$ cat src/design/port_b_map.svh
// Register offsets, reset values and field positions for the port B block
`ifndef PORT_B_MAP_SVH
`define PORT_B_MAP_SVH

// ----------------------------------------------------------------
// Register word indices; the bus byte address is four times the index
// ----------------------------------------------------------------
`define DIR_CTRL_ADDR 20'hEE00A
`define OUT_DATA_ADDR 20'hFFFDA
`define PAT_EN_ADDR 20'hEE100
`define SIDE_CTRL_ADDR 20'hEE104
`define PA_DIR_ADDR 20'hEE108
`define PA_DATA_ADDR 20'hEE10C

// ----------------------------------------------------------------
// Reset values and read constants
// ----------------------------------------------------------------
`define DIR_RESET 8'h00
`define DATA_RESET 8'h00
`define PAT_RESET 8'h00
`define SIDE_RESET 8'h00
`define DIR_READ_VALUE 8'hFF
`define ADDR_BITS 22

// ----------------------------------------------------------------
// Field positions
// ----------------------------------------------------------------
`define SIDE_STANDBY_BIT 0
`define PAT_LOW_ONE_BIT 1
`define PAT_LOW_ZERO_BIT 0
`define PAT_HIGH_LSB 3
`define PIN_THREE 3
`define PRESCALE_CLK_B 3'h5
`define PRESCALE_CLK_A 3'h4

`endif

$ cat src/design/port_b_pkg.sv
// Types shared by the port B block
package port_b_pkg;

	// ----------------------------------------------------------------
	// Controls from neighbouring units
	// ----------------------------------------------------------------
	typedef struct packed {
		logic [1:0] timer_output_level_select;
		logic [1:0] timer_output_match_select;
		logic capture_input_enable;
		logic ext_clock_selected;
		logic timer_out;
	} timer8_ctrl_t;

	typedef struct packed {
		logic phase_count_mode;
		logic [2:0] prescale_ch2;
		logic [2:0] prescale_ch1;
		logic [2:0] prescale_ch0;
	} timer16_ctrl_t;

	typedef enum logic [1:0] {
		FN_INPUT,
		FN_OUTPUT,
		FN_PATTERN
	} pin_fn_t;

	typedef enum {
		BUS_IDLE,
		BUS_WRESP,
		BUS_RRESP
	} bus_state_t;

endpackage : port_b_pkg

$ cat src/design/port_b_gpio_pin_mux.sv
// Port B general-purpose I/O with pin function multiplexing and AXI4-Lite registers
//
// The implementer's own choice: register access over AXI4-Lite.
`timescale 1ns/100ps
`include "port_b_map.svh"
module port_b_gpio_pin_mux (
	input wire logic clk, // System clock, 40 MHz
	input wire logic reset, // Synchronous reset, active high
	input wire logic hw_standby, // Hardware standby, clears the port registers as reset does
	input wire logic [21:0] s_axi_awaddr, // Write address
	input wire logic s_axi_awvalid, // Write address valid
	output logic s_axi_awready, // Write address ready
	input wire logic [31:0] s_axi_wdata, // Write data
	input wire logic [3:0] s_axi_wstrb, // Write strobes
	input wire logic s_axi_wvalid, // Write data valid
	output logic s_axi_wready, // Write data ready
	output logic [1:0] s_axi_bresp, // Write response
	output logic s_axi_bvalid, // Write response valid
	input wire logic s_axi_bready, // Write response ready
	input wire logic [21:0] s_axi_araddr, // Read address
	input wire logic s_axi_arvalid, // Read address valid
	output logic s_axi_arready, // Read address ready
	output logic [31:0] s_axi_rdata, // Read data
	output logic [1:0] s_axi_rresp, // Read response
	output logic s_axi_rvalid, // Read data valid
	input wire logic s_axi_rready, // Read data ready
	input wire logic [7:0] pin_in, // Port B pin levels
	output logic [7:0] pin_out, // Port B drive levels
	output logic [7:0] pin_oe, // Port B output enables
	input wire logic [1:0] pa_pin_in, // Previous port pins 1..0 levels
	output logic [1:0] pa_pin_out, // Previous port pins 1..0 drive
	output logic [1:0] pa_pin_oe, // Previous port pins 1..0 enables
	input wire logic [7:0] pattern_latch, // Pattern unit bits 15..8
	input wire logic [1:0] pattern_latch_low, // Pattern unit bits 1..0
	input wire port_b_pkg::timer8_ctrl_t timer8_ch3, // Timer 8 channel 3 controls
	input wire logic timer8_ch1_ext_clock, // Timer 8 channel 1 uses external clock
	input wire port_b_pkg::timer16_ctrl_t timer16, // Timer 16 controls
	input wire logic chip_sel4_enable, // Chip select 4 enable
	input wire logic chip_select_four, // Chip select 4 level
	output logic timer8_ch3_io_pin, // Pin 3 level into timer channel 3
	output logic ext_timer_clock_a, // External clock A
	output logic ext_timer_clock_b // External clock B
);
	// ----------------------------------------------------------------
	// Registers
	// ----------------------------------------------------------------
	logic [7:0] port_direction_control_reg;
	logic [7:0] port_output_data_reg;
	logic [7:0] pattern_enable_reg;
	logic [1:0] pa_dir_reg;
	logic [1:0] pa_data_reg;
	logic [1:0] pat_low_reg;
	logic sw_standby_reg;
	logic [7:0] pin_sync_lvl;
	logic [1:0] pa_sync_lvl;
	logic [7:0] gp_drive;
	logic [7:0] gp_en;
	logic [1:0] pa_drive;
	logic [1:0] pa_en;
	logic clear_all;

	assign clear_all = reset || hw_standby;

	// ----------------------------------------------------------------
	// Pin input synchronisers
	// ----------------------------------------------------------------
	pin_sync #(.WIDTH(8)) u_sync_b (
		.clk(clk),
		.reset(reset),
		.async_in(pin_in),
		.sync_out(pin_sync_lvl)
	);

	pin_sync #(.WIDTH(2)) u_sync_a (
		.clk(clk),
		.reset(reset),
		.async_in(pa_pin_in),
		.sync_out(pa_sync_lvl)
	);

	// ----------------------------------------------------------------
	// AXI4-Lite slave
	// ----------------------------------------------------------------
	port_b_pkg::bus_state_t state_reg;
	logic [21:0] aw_hold_reg;
	logic [31:0] w_hold_reg;
	logic [3:0] wstrb_hold_reg;
	logic aw_have_reg;
	logic w_have_reg;
	logic do_write;
	logic [7:0] read_byte;
	logic read_hit;

	// Offsets are word indices, so the byte address is four times the index
	// and address bits 1:0 never select a register
	function automatic logic addr_known(input logic [21:0] a);
		addr_known = (a[21:2] == `DIR_CTRL_ADDR) || (a[21:2] == `OUT_DATA_ADDR)
			|| (a[21:2] == `PAT_EN_ADDR) || (a[21:2] == `SIDE_CTRL_ADDR)
			|| (a[21:2] == `PA_DIR_ADDR) || (a[21:2] == `PA_DATA_ADDR);
	endfunction : addr_known

	// Registers sit in byte lane 0, so only strobe 0 writes them
	function automatic logic word_match(input logic [21:0] a, input logic [19:0] index);
		word_match = a[21:2] == index;
	endfunction : word_match

	assign s_axi_awready = (state_reg == port_b_pkg::BUS_IDLE) && !aw_have_reg;
	assign s_axi_wready = (state_reg == port_b_pkg::BUS_IDLE) && !w_have_reg;
	assign s_axi_arready = (state_reg == port_b_pkg::BUS_IDLE) && !aw_have_reg && !w_have_reg;
	assign do_write = (state_reg == port_b_pkg::BUS_IDLE) && aw_have_reg && w_have_reg;

	always_ff @(posedge clk) begin
		if (reset) begin
			aw_have_reg <= 1'b0;
			w_have_reg <= 1'b0;
			aw_hold_reg <= 22'h000000;
			w_hold_reg <= 32'h00000000;
			wstrb_hold_reg <= 4'h0;
		end else begin
			if (s_axi_awvalid && s_axi_awready) begin
				aw_have_reg <= 1'b1;
				aw_hold_reg <= s_axi_awaddr;
			end else if (do_write) begin
				aw_have_reg <= 1'b0;
			end
			if (s_axi_wvalid && s_axi_wready) begin
				w_have_reg <= 1'b1;
				w_hold_reg <= s_axi_wdata;
				wstrb_hold_reg <= s_axi_wstrb;
			end else if (do_write) begin
				w_have_reg <= 1'b0;
			end
		end
	end

	always_ff @(posedge clk) begin
		if (reset) begin
			state_reg <= port_b_pkg::BUS_IDLE;
			s_axi_bvalid <= 1'b0;
			s_axi_bresp <= 2'h0;
			s_axi_rvalid <= 1'b0;
			s_axi_rresp <= 2'h0;
			s_axi_rdata <= 32'h00000000;
		end else begin
			case (state_reg)
				port_b_pkg::BUS_IDLE: begin
					if (do_write) begin
						s_axi_bvalid <= 1'b1;
						s_axi_bresp <= addr_known(aw_hold_reg) ? 2'h0 : 2'h2;
						state_reg <= port_b_pkg::BUS_WRESP;
					end else if (s_axi_arvalid && s_axi_arready) begin
						s_axi_rvalid <= 1'b1;
						s_axi_rresp <= read_hit ? 2'h0 : 2'h2;
						s_axi_rdata <= {24'h000000, read_byte};
						state_reg <= port_b_pkg::BUS_RRESP;
					end
				end
				port_b_pkg::BUS_WRESP: begin
					if (s_axi_bready) begin
						s_axi_bvalid <= 1'b0;
						state_reg <= port_b_pkg::BUS_IDLE;
					end
				end
				port_b_pkg::BUS_RRESP: begin
					if (s_axi_rready) begin
						s_axi_rvalid <= 1'b0;
						state_reg <= port_b_pkg::BUS_IDLE;
					end
				end
				default: begin
					state_reg <= port_b_pkg::BUS_IDLE;
				end
			endcase
		end
	end

	// ----------------------------------------------------------------
	// Read mux
	// ----------------------------------------------------------------
	always_comb begin
		read_hit = addr_known(s_axi_araddr);
		read_byte = 8'h00;
		if (word_match(s_axi_araddr, `DIR_CTRL_ADDR)) begin
			read_byte = `DIR_READ_VALUE;
		end else if (word_match(s_axi_araddr, `OUT_DATA_ADDR)) begin
			read_byte = (port_direction_control_reg & port_output_data_reg)
				| (~port_direction_control_reg & pin_sync_lvl);
		end else if (word_match(s_axi_araddr, `PAT_EN_ADDR)) begin
			read_byte = pattern_enable_reg;
		end else if (word_match(s_axi_araddr, `SIDE_CTRL_ADDR)) begin
			read_byte = {5'h00, pat_low_reg, sw_standby_reg};
		end else if (word_match(s_axi_araddr, `PA_DIR_ADDR)) begin
			read_byte = {6'h00, pa_dir_reg};
		end else if (word_match(s_axi_araddr, `PA_DATA_ADDR)) begin
			read_byte = {6'h00, (pa_dir_reg & pa_data_reg) | (~pa_dir_reg & pa_sync_lvl)};
		end
	end

	// ----------------------------------------------------------------
	// Port register writes
	// ----------------------------------------------------------------
	logic wr_lane0;
	assign wr_lane0 = do_write && wstrb_hold_reg[0];

	always_ff @(posedge clk) begin
		if (clear_all) begin
			port_direction_control_reg <= `DIR_RESET;
		end else if (wr_lane0 && word_match(aw_hold_reg, `DIR_CTRL_ADDR)) begin
			port_direction_control_reg <= w_hold_reg[7:0];
		end
	end

	always_ff @(posedge clk) begin
		if (clear_all) begin
			port_output_data_reg <= `DATA_RESET;
		end else if (wr_lane0 && word_match(aw_hold_reg, `OUT_DATA_ADDR)) begin
			port_output_data_reg <= w_hold_reg[7:0];
		end
	end

	always_ff @(posedge clk) begin
		if (clear_all) begin
			pattern_enable_reg <= `PAT_RESET;
		end else if (wr_lane0 && word_match(aw_hold_reg, `PAT_EN_ADDR)) begin
			pattern_enable_reg <= w_hold_reg[7:0];
		end
	end

	always_ff @(posedge clk) begin
		if (clear_all) begin
			sw_standby_reg <= 1'b0;
			pat_low_reg <= 2'h0;
		end else if (wr_lane0 && word_match(aw_hold_reg, `SIDE_CTRL_ADDR)) begin
			sw_standby_reg <= w_hold_reg[`SIDE_STANDBY_BIT];
			pat_low_reg <= w_hold_reg[2:1];
		end
	end

	always_ff @(posedge clk) begin
		if (clear_all) begin
			pa_dir_reg <= 2'h0;
			pa_data_reg <= 2'h0;
		end else if (wr_lane0 && word_match(aw_hold_reg, `PA_DIR_ADDR)) begin
			pa_dir_reg <= w_hold_reg[1:0];
		end else if (wr_lane0 && word_match(aw_hold_reg, `PA_DATA_ADDR)) begin
			pa_data_reg <= w_hold_reg[1:0];
		end
	end

	// ----------------------------------------------------------------
	// Pin function selection
	// ----------------------------------------------------------------
	// Lower port B pins hold no pattern use here, so their enables are zero
	// eight pins, alternate functions
	pin_fn_sel #(.WIDTH(8)) u_sel_b (
		.dir(port_direction_control_reg),
		.pat_en({pattern_enable_reg[7:`PAT_HIGH_LSB], 3'h0}),
		.data(port_output_data_reg),
		.pat_data(pattern_latch),
		.drive(gp_drive),
		.drive_en(gp_en)
	);

	pin_fn_sel #(.WIDTH(2)) u_sel_a (
		.dir(pa_dir_reg),
		.pat_en(pat_low_reg),
		.data(pa_data_reg),
		.pat_data(pattern_latch_low),
		.drive(pa_drive),
		.drive_en(pa_en)
	);

	logic timer3_owns;
	assign timer3_owns = |{timer8_ch3.timer_output_level_select,
		timer8_ch3.timer_output_match_select};

	// Software standby leaves registers and pin drive untouched, so the held
	// direction bits keep outputs driving without any extra gating.
	always_comb begin
		pin_out = gp_drive;
		pin_oe = gp_en;
		if (timer3_owns) begin
			pin_out[`PIN_THREE] = timer8_ch3.timer_out;
			pin_oe[`PIN_THREE] = 1'b1;
		end else if (chip_sel4_enable) begin
			pin_out[`PIN_THREE] = chip_select_four;
			pin_oe[`PIN_THREE] = 1'b1;
		end
	end

	assign pa_pin_out = pa_drive;
	assign pa_pin_oe = pa_en;

	assign timer8_ch3_io_pin = !timer3_owns && !chip_sel4_enable
		&& !port_direction_control_reg[`PIN_THREE] && timer8_ch3.capture_input_enable
		&& pin_sync_lvl[`PIN_THREE];

	logic clk_b_sel;
	logic clk_a_sel;
	assign clk_b_sel = timer16.phase_count_mode
		|| timer16.prescale_ch2 == `PRESCALE_CLK_B || timer16.prescale_ch1 == `PRESCALE_CLK_B
		|| timer16.prescale_ch0 == `PRESCALE_CLK_B || timer8_ch3.ext_clock_selected;
	assign clk_a_sel = timer16.phase_count_mode
		|| timer16.prescale_ch2 == `PRESCALE_CLK_A || timer16.prescale_ch1 == `PRESCALE_CLK_A
		|| timer16.prescale_ch0 == `PRESCALE_CLK_A || timer8_ch1_ext_clock;

	assign ext_timer_clock_b = clk_b_sel && !pa_dir_reg[`PAT_LOW_ONE_BIT]
		&& pa_sync_lvl[`PAT_LOW_ONE_BIT];
	assign ext_timer_clock_a = clk_a_sel && !pa_dir_reg[`PAT_LOW_ZERO_BIT]
		&& pa_sync_lvl[`PAT_LOW_ZERO_BIT];
endmodule : port_b_gpio_pin_mux

$ cat src/design/pin_sync.sv
// Two-stage synchroniser for a group of pin inputs
`timescale 1ns/100ps
module pin_sync #(
	parameter int WIDTH = 8
) (
	input wire logic clk, // System clock
	input wire logic reset, // Synchronous reset
	input wire logic [WIDTH-1:0] async_in, // Raw pin levels
	output logic [WIDTH-1:0] sync_out // Synchronised levels
);
	logic [WIDTH-1:0] stage_one_reg;

	always_ff @(posedge clk) begin
		if (reset) begin
			stage_one_reg <= '0;
			sync_out <= '0;
		end else begin
			stage_one_reg <= async_in;
			sync_out <= stage_one_reg;
		end
	end
endmodule : pin_sync

$ cat src/design/pin_fn_sel.sv
// Direction and pattern-enable decode for one group of pins
`timescale 1ns/100ps
module pin_fn_sel #(
	parameter int WIDTH = 8
) (
	input wire logic [WIDTH-1:0] dir, // Direction bits
	input wire logic [WIDTH-1:0] pat_en, // Pattern-output enables
	input wire logic [WIDTH-1:0] data, // Port data bits
	input wire logic [WIDTH-1:0] pat_data, // Pattern latch bits
	output logic [WIDTH-1:0] drive, // Drive level
	output logic [WIDTH-1:0] drive_en // Output enable
);
	genvar i;
	generate
		for (i = 0; i < WIDTH; i++) begin : g_pin
			assign drive_en[i] = dir[i];
			assign drive[i] = (dir[i] && pat_en[i]) ? pat_data[i] : data[i];
		end
	endgenerate
endmodule : pin_fn_sel

$ cat config.mk
export PLATFORM = sky130hd
export DESIGN_NAME = port_b_gpio_pin_mux
export DESIGN_NICKNAME = d
export VERILOG_FILES = /design/src/design/port_b_pkg.sv /design/src/design/port_b_gpio_pin_mux.sv /design/src/design/pin_sync.sv /design/src/design/pin_fn_sel.sv
export VERILOG_INCLUDE_DIRS = /design/src /design/src/design
export SDC_FILE = /design/constraint.sdc
export NUM_CORES = 1
export LEC_CHECK = 0
export BUFFER_PORTS_ARGS = -buffer_cell sky130_fd_sc_hd__buf_2
export CORE_MARGIN = 5
export CORE_UTILIZATION = 48
export DETAILED_ROUTE_END_ITERATION = 16
export PLACE_DENSITY = 0.8
export SLEW_MARGIN = 20
export SYNTH_ARGS = -nofsm -noshare
export SYNTH_HDL_FRONTEND = slang
export SYNTH_HIERARCHICAL = 1
export SYNTH_SLANG_ARGS = --single-unit
$ cat constraint.sdc
create_clock -name clk -period 2.2 [get_ports clk]
set_input_delay 0 -clock clk [delete_from_list [all_inputs] [get_ports clk]]
set_output_delay 0 -clock clk [all_outputs]
set_load 0.1 [all_outputs]
==> summary.txt <==
Gr ovfl total = 0
Crit path capture type = flop
Number of synthesis warnings = 6
Max Clock Skew = 0.0130 ns
Synth unique cells = 49
Max reg flops = 20
Relative slew margins = 53.1%
Status = completed
Clock tree buffer depth = 2
Clk Latency, worst-skew pair = 0.37 ns
CTS tree = done
Crit-path cells = or4_4 -> or4_4 -> nor4_4 -> mux2i_1
Dpl cell area = 5280 µm²
Final slew viol count = 0
Commonest non-fill, non-tap cells in the layout = buf_2, nand2_1, dfxtp_1
Cell Pwr Density = 710 nW/µm²
Avg WL per Cell = 15.2 µm
Die area = 11,600 µm²
Initial Util = 49.4%
Setup bufs post-CTS = 0
Clock transition at path regs = 0.10 ns
Number of synthesized register bits = 96
Root buf cell = clkbuf_8
HPWL Detailed = 9.23 mm
Final hold viol count = 0
Design Area, Final = 5960 µm²
Overall die height = 108 µm
DRC = 0
Measured slew at the worst slew-check pin = 0.697 ns
Vias = 4,403
Most used cell, CP = or4_4
First-pass GRT wire length = 19.7 mm
Fmax = 476 MHz
Gp weighted congestion = 0.850
Finished Layout Cells = 838
Unrepaired setup endpoints after global routing = false
CP startpoint kind = flop
Final ANT Viol Nets = 0
CTS Sinks = 96
Layout cell share with drive strength beyond 1 = 29.3%
Critical path's slowest cell = or4_4
Cell count after synthesis = 535
Min-delay worst type = in2reg
Worst stage delay on the critical path = 0.56 ns
Num CTS Buffers = 9
P_leak = 2.53 nW
Max IR drop VDD = 351 µV
Total Power = 4.23 mW
Fillers = 766
PortBufs = 134
Routed WL = 12.7 mm
Commonest non-fill, non-tap cell in the layout = buf_2
Post-Synthesis Cell Area = 4570 µm²
Synth Area per Inst = 8.54 µm²
Crit path time final = 2.10 ns
Crit path max fanout = 4
Max Cap Viol = 0
Final setup viols = 0
Area delta synth->final = 30.4%
TritonRoute pass-1 iters = 5
Core area = 9240 µm²
CP required = 2.50 ns
Via/cell ratio = 5.25
Critical path buffers and inverters = 0
Number of H-tree levels = 3
Final critical-path share of the clock period = 95.5%
Setup CP Type = reg2reg
Critical Path AT = 2.40 ns
Sequential area share after synthesis = 42.1%
CTS-repair resized insts = 0
ANT cells = 0
Tot GR Track Use = 21.2%
Pin count of the biggest net entering global routing = 40
1st-iter DRT viols = 186
Initial antenna violation count = 0
Placed Instances = 778
Final nets = 832
Io pins = 192
Vias in the first global route = 4,206
Row cnt = 35
Die Wd = 108 µm
Top delay family on crit path = simple AND/OR/NAND/NOR gates
final timing paths:
| check | from | to | slack (ns) | depth (start not counted) |
|---|---|---|---|---|
| setup reg to reg | aw_hold_reg[6]$_SDFFE_PP0P_ | pa_data_reg[0]$_SDFFE_PP0P_ | 0.1 | 4 |
| setup / recovery | aw_hold_reg[6]$_SDFFE_PP0P_ | pa_data_reg[0]$_SDFFE_PP0P_ | 0.1 | 4 |
| hold reg to reg | u_sync_b/stage_one_reg[4]$_SDFF_PP0_ | u_sync_b/sync_out[4]$_SDFF_PP0_ | 0.44 | 1 |
| hold / removal | s_axi_arvalid | state_reg[1]$_SDFFE_PP0P_ | 0.05 | 3 |
worst reg2reg max path, cell delays in order (launching register included):
cell,delay [ns]
dfxtp_1,0.34
or4_4,0.56
or4_4,0.55
nor4_4,0.38
mux2i_1,0.22
cell usage after synthesis (all sizes together):
| cell | n | area [µm²] |
|---|---|---|
| or2 | 1 | 6.26 |
| and4 | 2 | 17.5 |
| conb | 1 | 3.75 |
| nor4 | 10 | 108 |
| a31oi | 8 | 50.1 |
| a311oi | 5 | 43.8 |
| or4 | 9 | 75.1 |
| nand3 | 36 | 180 |
| nand2 | 99 | 372 |
| and2b | 6 | 52.6 |
| nor3 | 7 | 40.0 |
| nand3b | 6 | 45.0 |
| o21bai | 5 | 37.5 |
| nand4bb | 1 | 11.3 |
| inv | 9 | 33.8 |
| nand2b | 3 | 18.8 |
| a32oi | 1 | 8.76 |
| nor2b | 17 | 124 |
| and3 | 1 | 6.26 |
| a22oi | 1 | 7.51 |
| and3b | 1 | 8.76 |
| nor3b | 2 | 15.0 |
| clkbuf | 20 | 75.1 |
| nand4 | 6 | 37.5 |
| o211ai | 2 | 15.0 |
| mux2i | 16 | 160 |
| o32ai | 1 | 8.76 |
| o221ai | 1 | 8.76 |
| a211oi | 2 | 15.0 |
| o21ai | 23 | 115 |
| nor2 | 12 | 45.0 |
| mux2 | 18 | 240 |
| dfxtp | 96 | 1920 |
| a21oi | 56 | 280 |
| a32o | 1 | 10.0 |
| buf | 41 | 300 |
| and2 | 2 | 12.5 |
| or3 | 3 | 18.8 |
| nor4bb | 2 | 20.0 |
| nand4b | 2 | 17.5 |
metal layers:
| metal | track usage [%] | vias to the layer above | wire length (µm) |
|---|---|---|---|
| met4 | 6.13 | 0 | 204 |
| met2 | 37.6 | 191 | 6310 |
| met5 | 0 | - | 0 |
| met3 | 3.96 | 19 | 974 |
| met1 | 26.2 | 2036 | 5230 |
| li1 | - | 2157 | - |
repair_timing:
item | in CTS | in global routing
hold buffers | 44 | 0
hold endpoints to repair | 48 | 0
endpoints found under the setup margin | 0 | 1
report_power, final:
group | internal (mW) | switching (mW)
clock network | 0.669 | 0.671
logic | 0.266 | 0.731
registers | 1.83 | 0.0649
total | 2.76 | 1.47
kinds of logic (layout without fill, tap and decap cells):
family                 Yosys count  in the layout  share of synthesized area, %
DFF                             96             96                          42.1
and+or+nand+nor                228            228                          27.0
buffers and inverters           70            216                          8.96
other                            1             29                        0.0821
muxes                           34             34                          8.77
AOI/OAI and AO/OA              106            106                          13.2
layout make-up:
class	instances	area [µm²]	share of cell area (%)
Clock buffer	9	124	2.08
Clock inverter	7	109	1.83
Inverter	9	33.8	0.567
Multi-Input combinational cell	397	2400	40.3
Sequential cell	96	1920	32.3
Tap cell	129	161	2.71
Timing Repair Buffer	191	1210	20.3
metrics by stage:
| stage | setup TNS, ns | setup slack (ns) | hold slack [ns] | util, % |
|---|---|---|---|---|
| 2_1_floorplan | -0.316 | -0.0122 | 0.0716 | - |
| 3_3_place_gp | 0 | 0.133 | 0.208 | 57.2 |
| 3_5_place_dp | 0 | 0.0849 | 0.215 | 57.2 |
| 4_1_cts | 0 | 0.0496 | 0.0501 | 64.5 |
| 5_1_grt | 0 | 0.0208 | 0.0807 | 64.5 |
| 6_report | 0 | 0.0998 | 0.0457 | 64.5 |
Power figures use the tool's default switching activity.
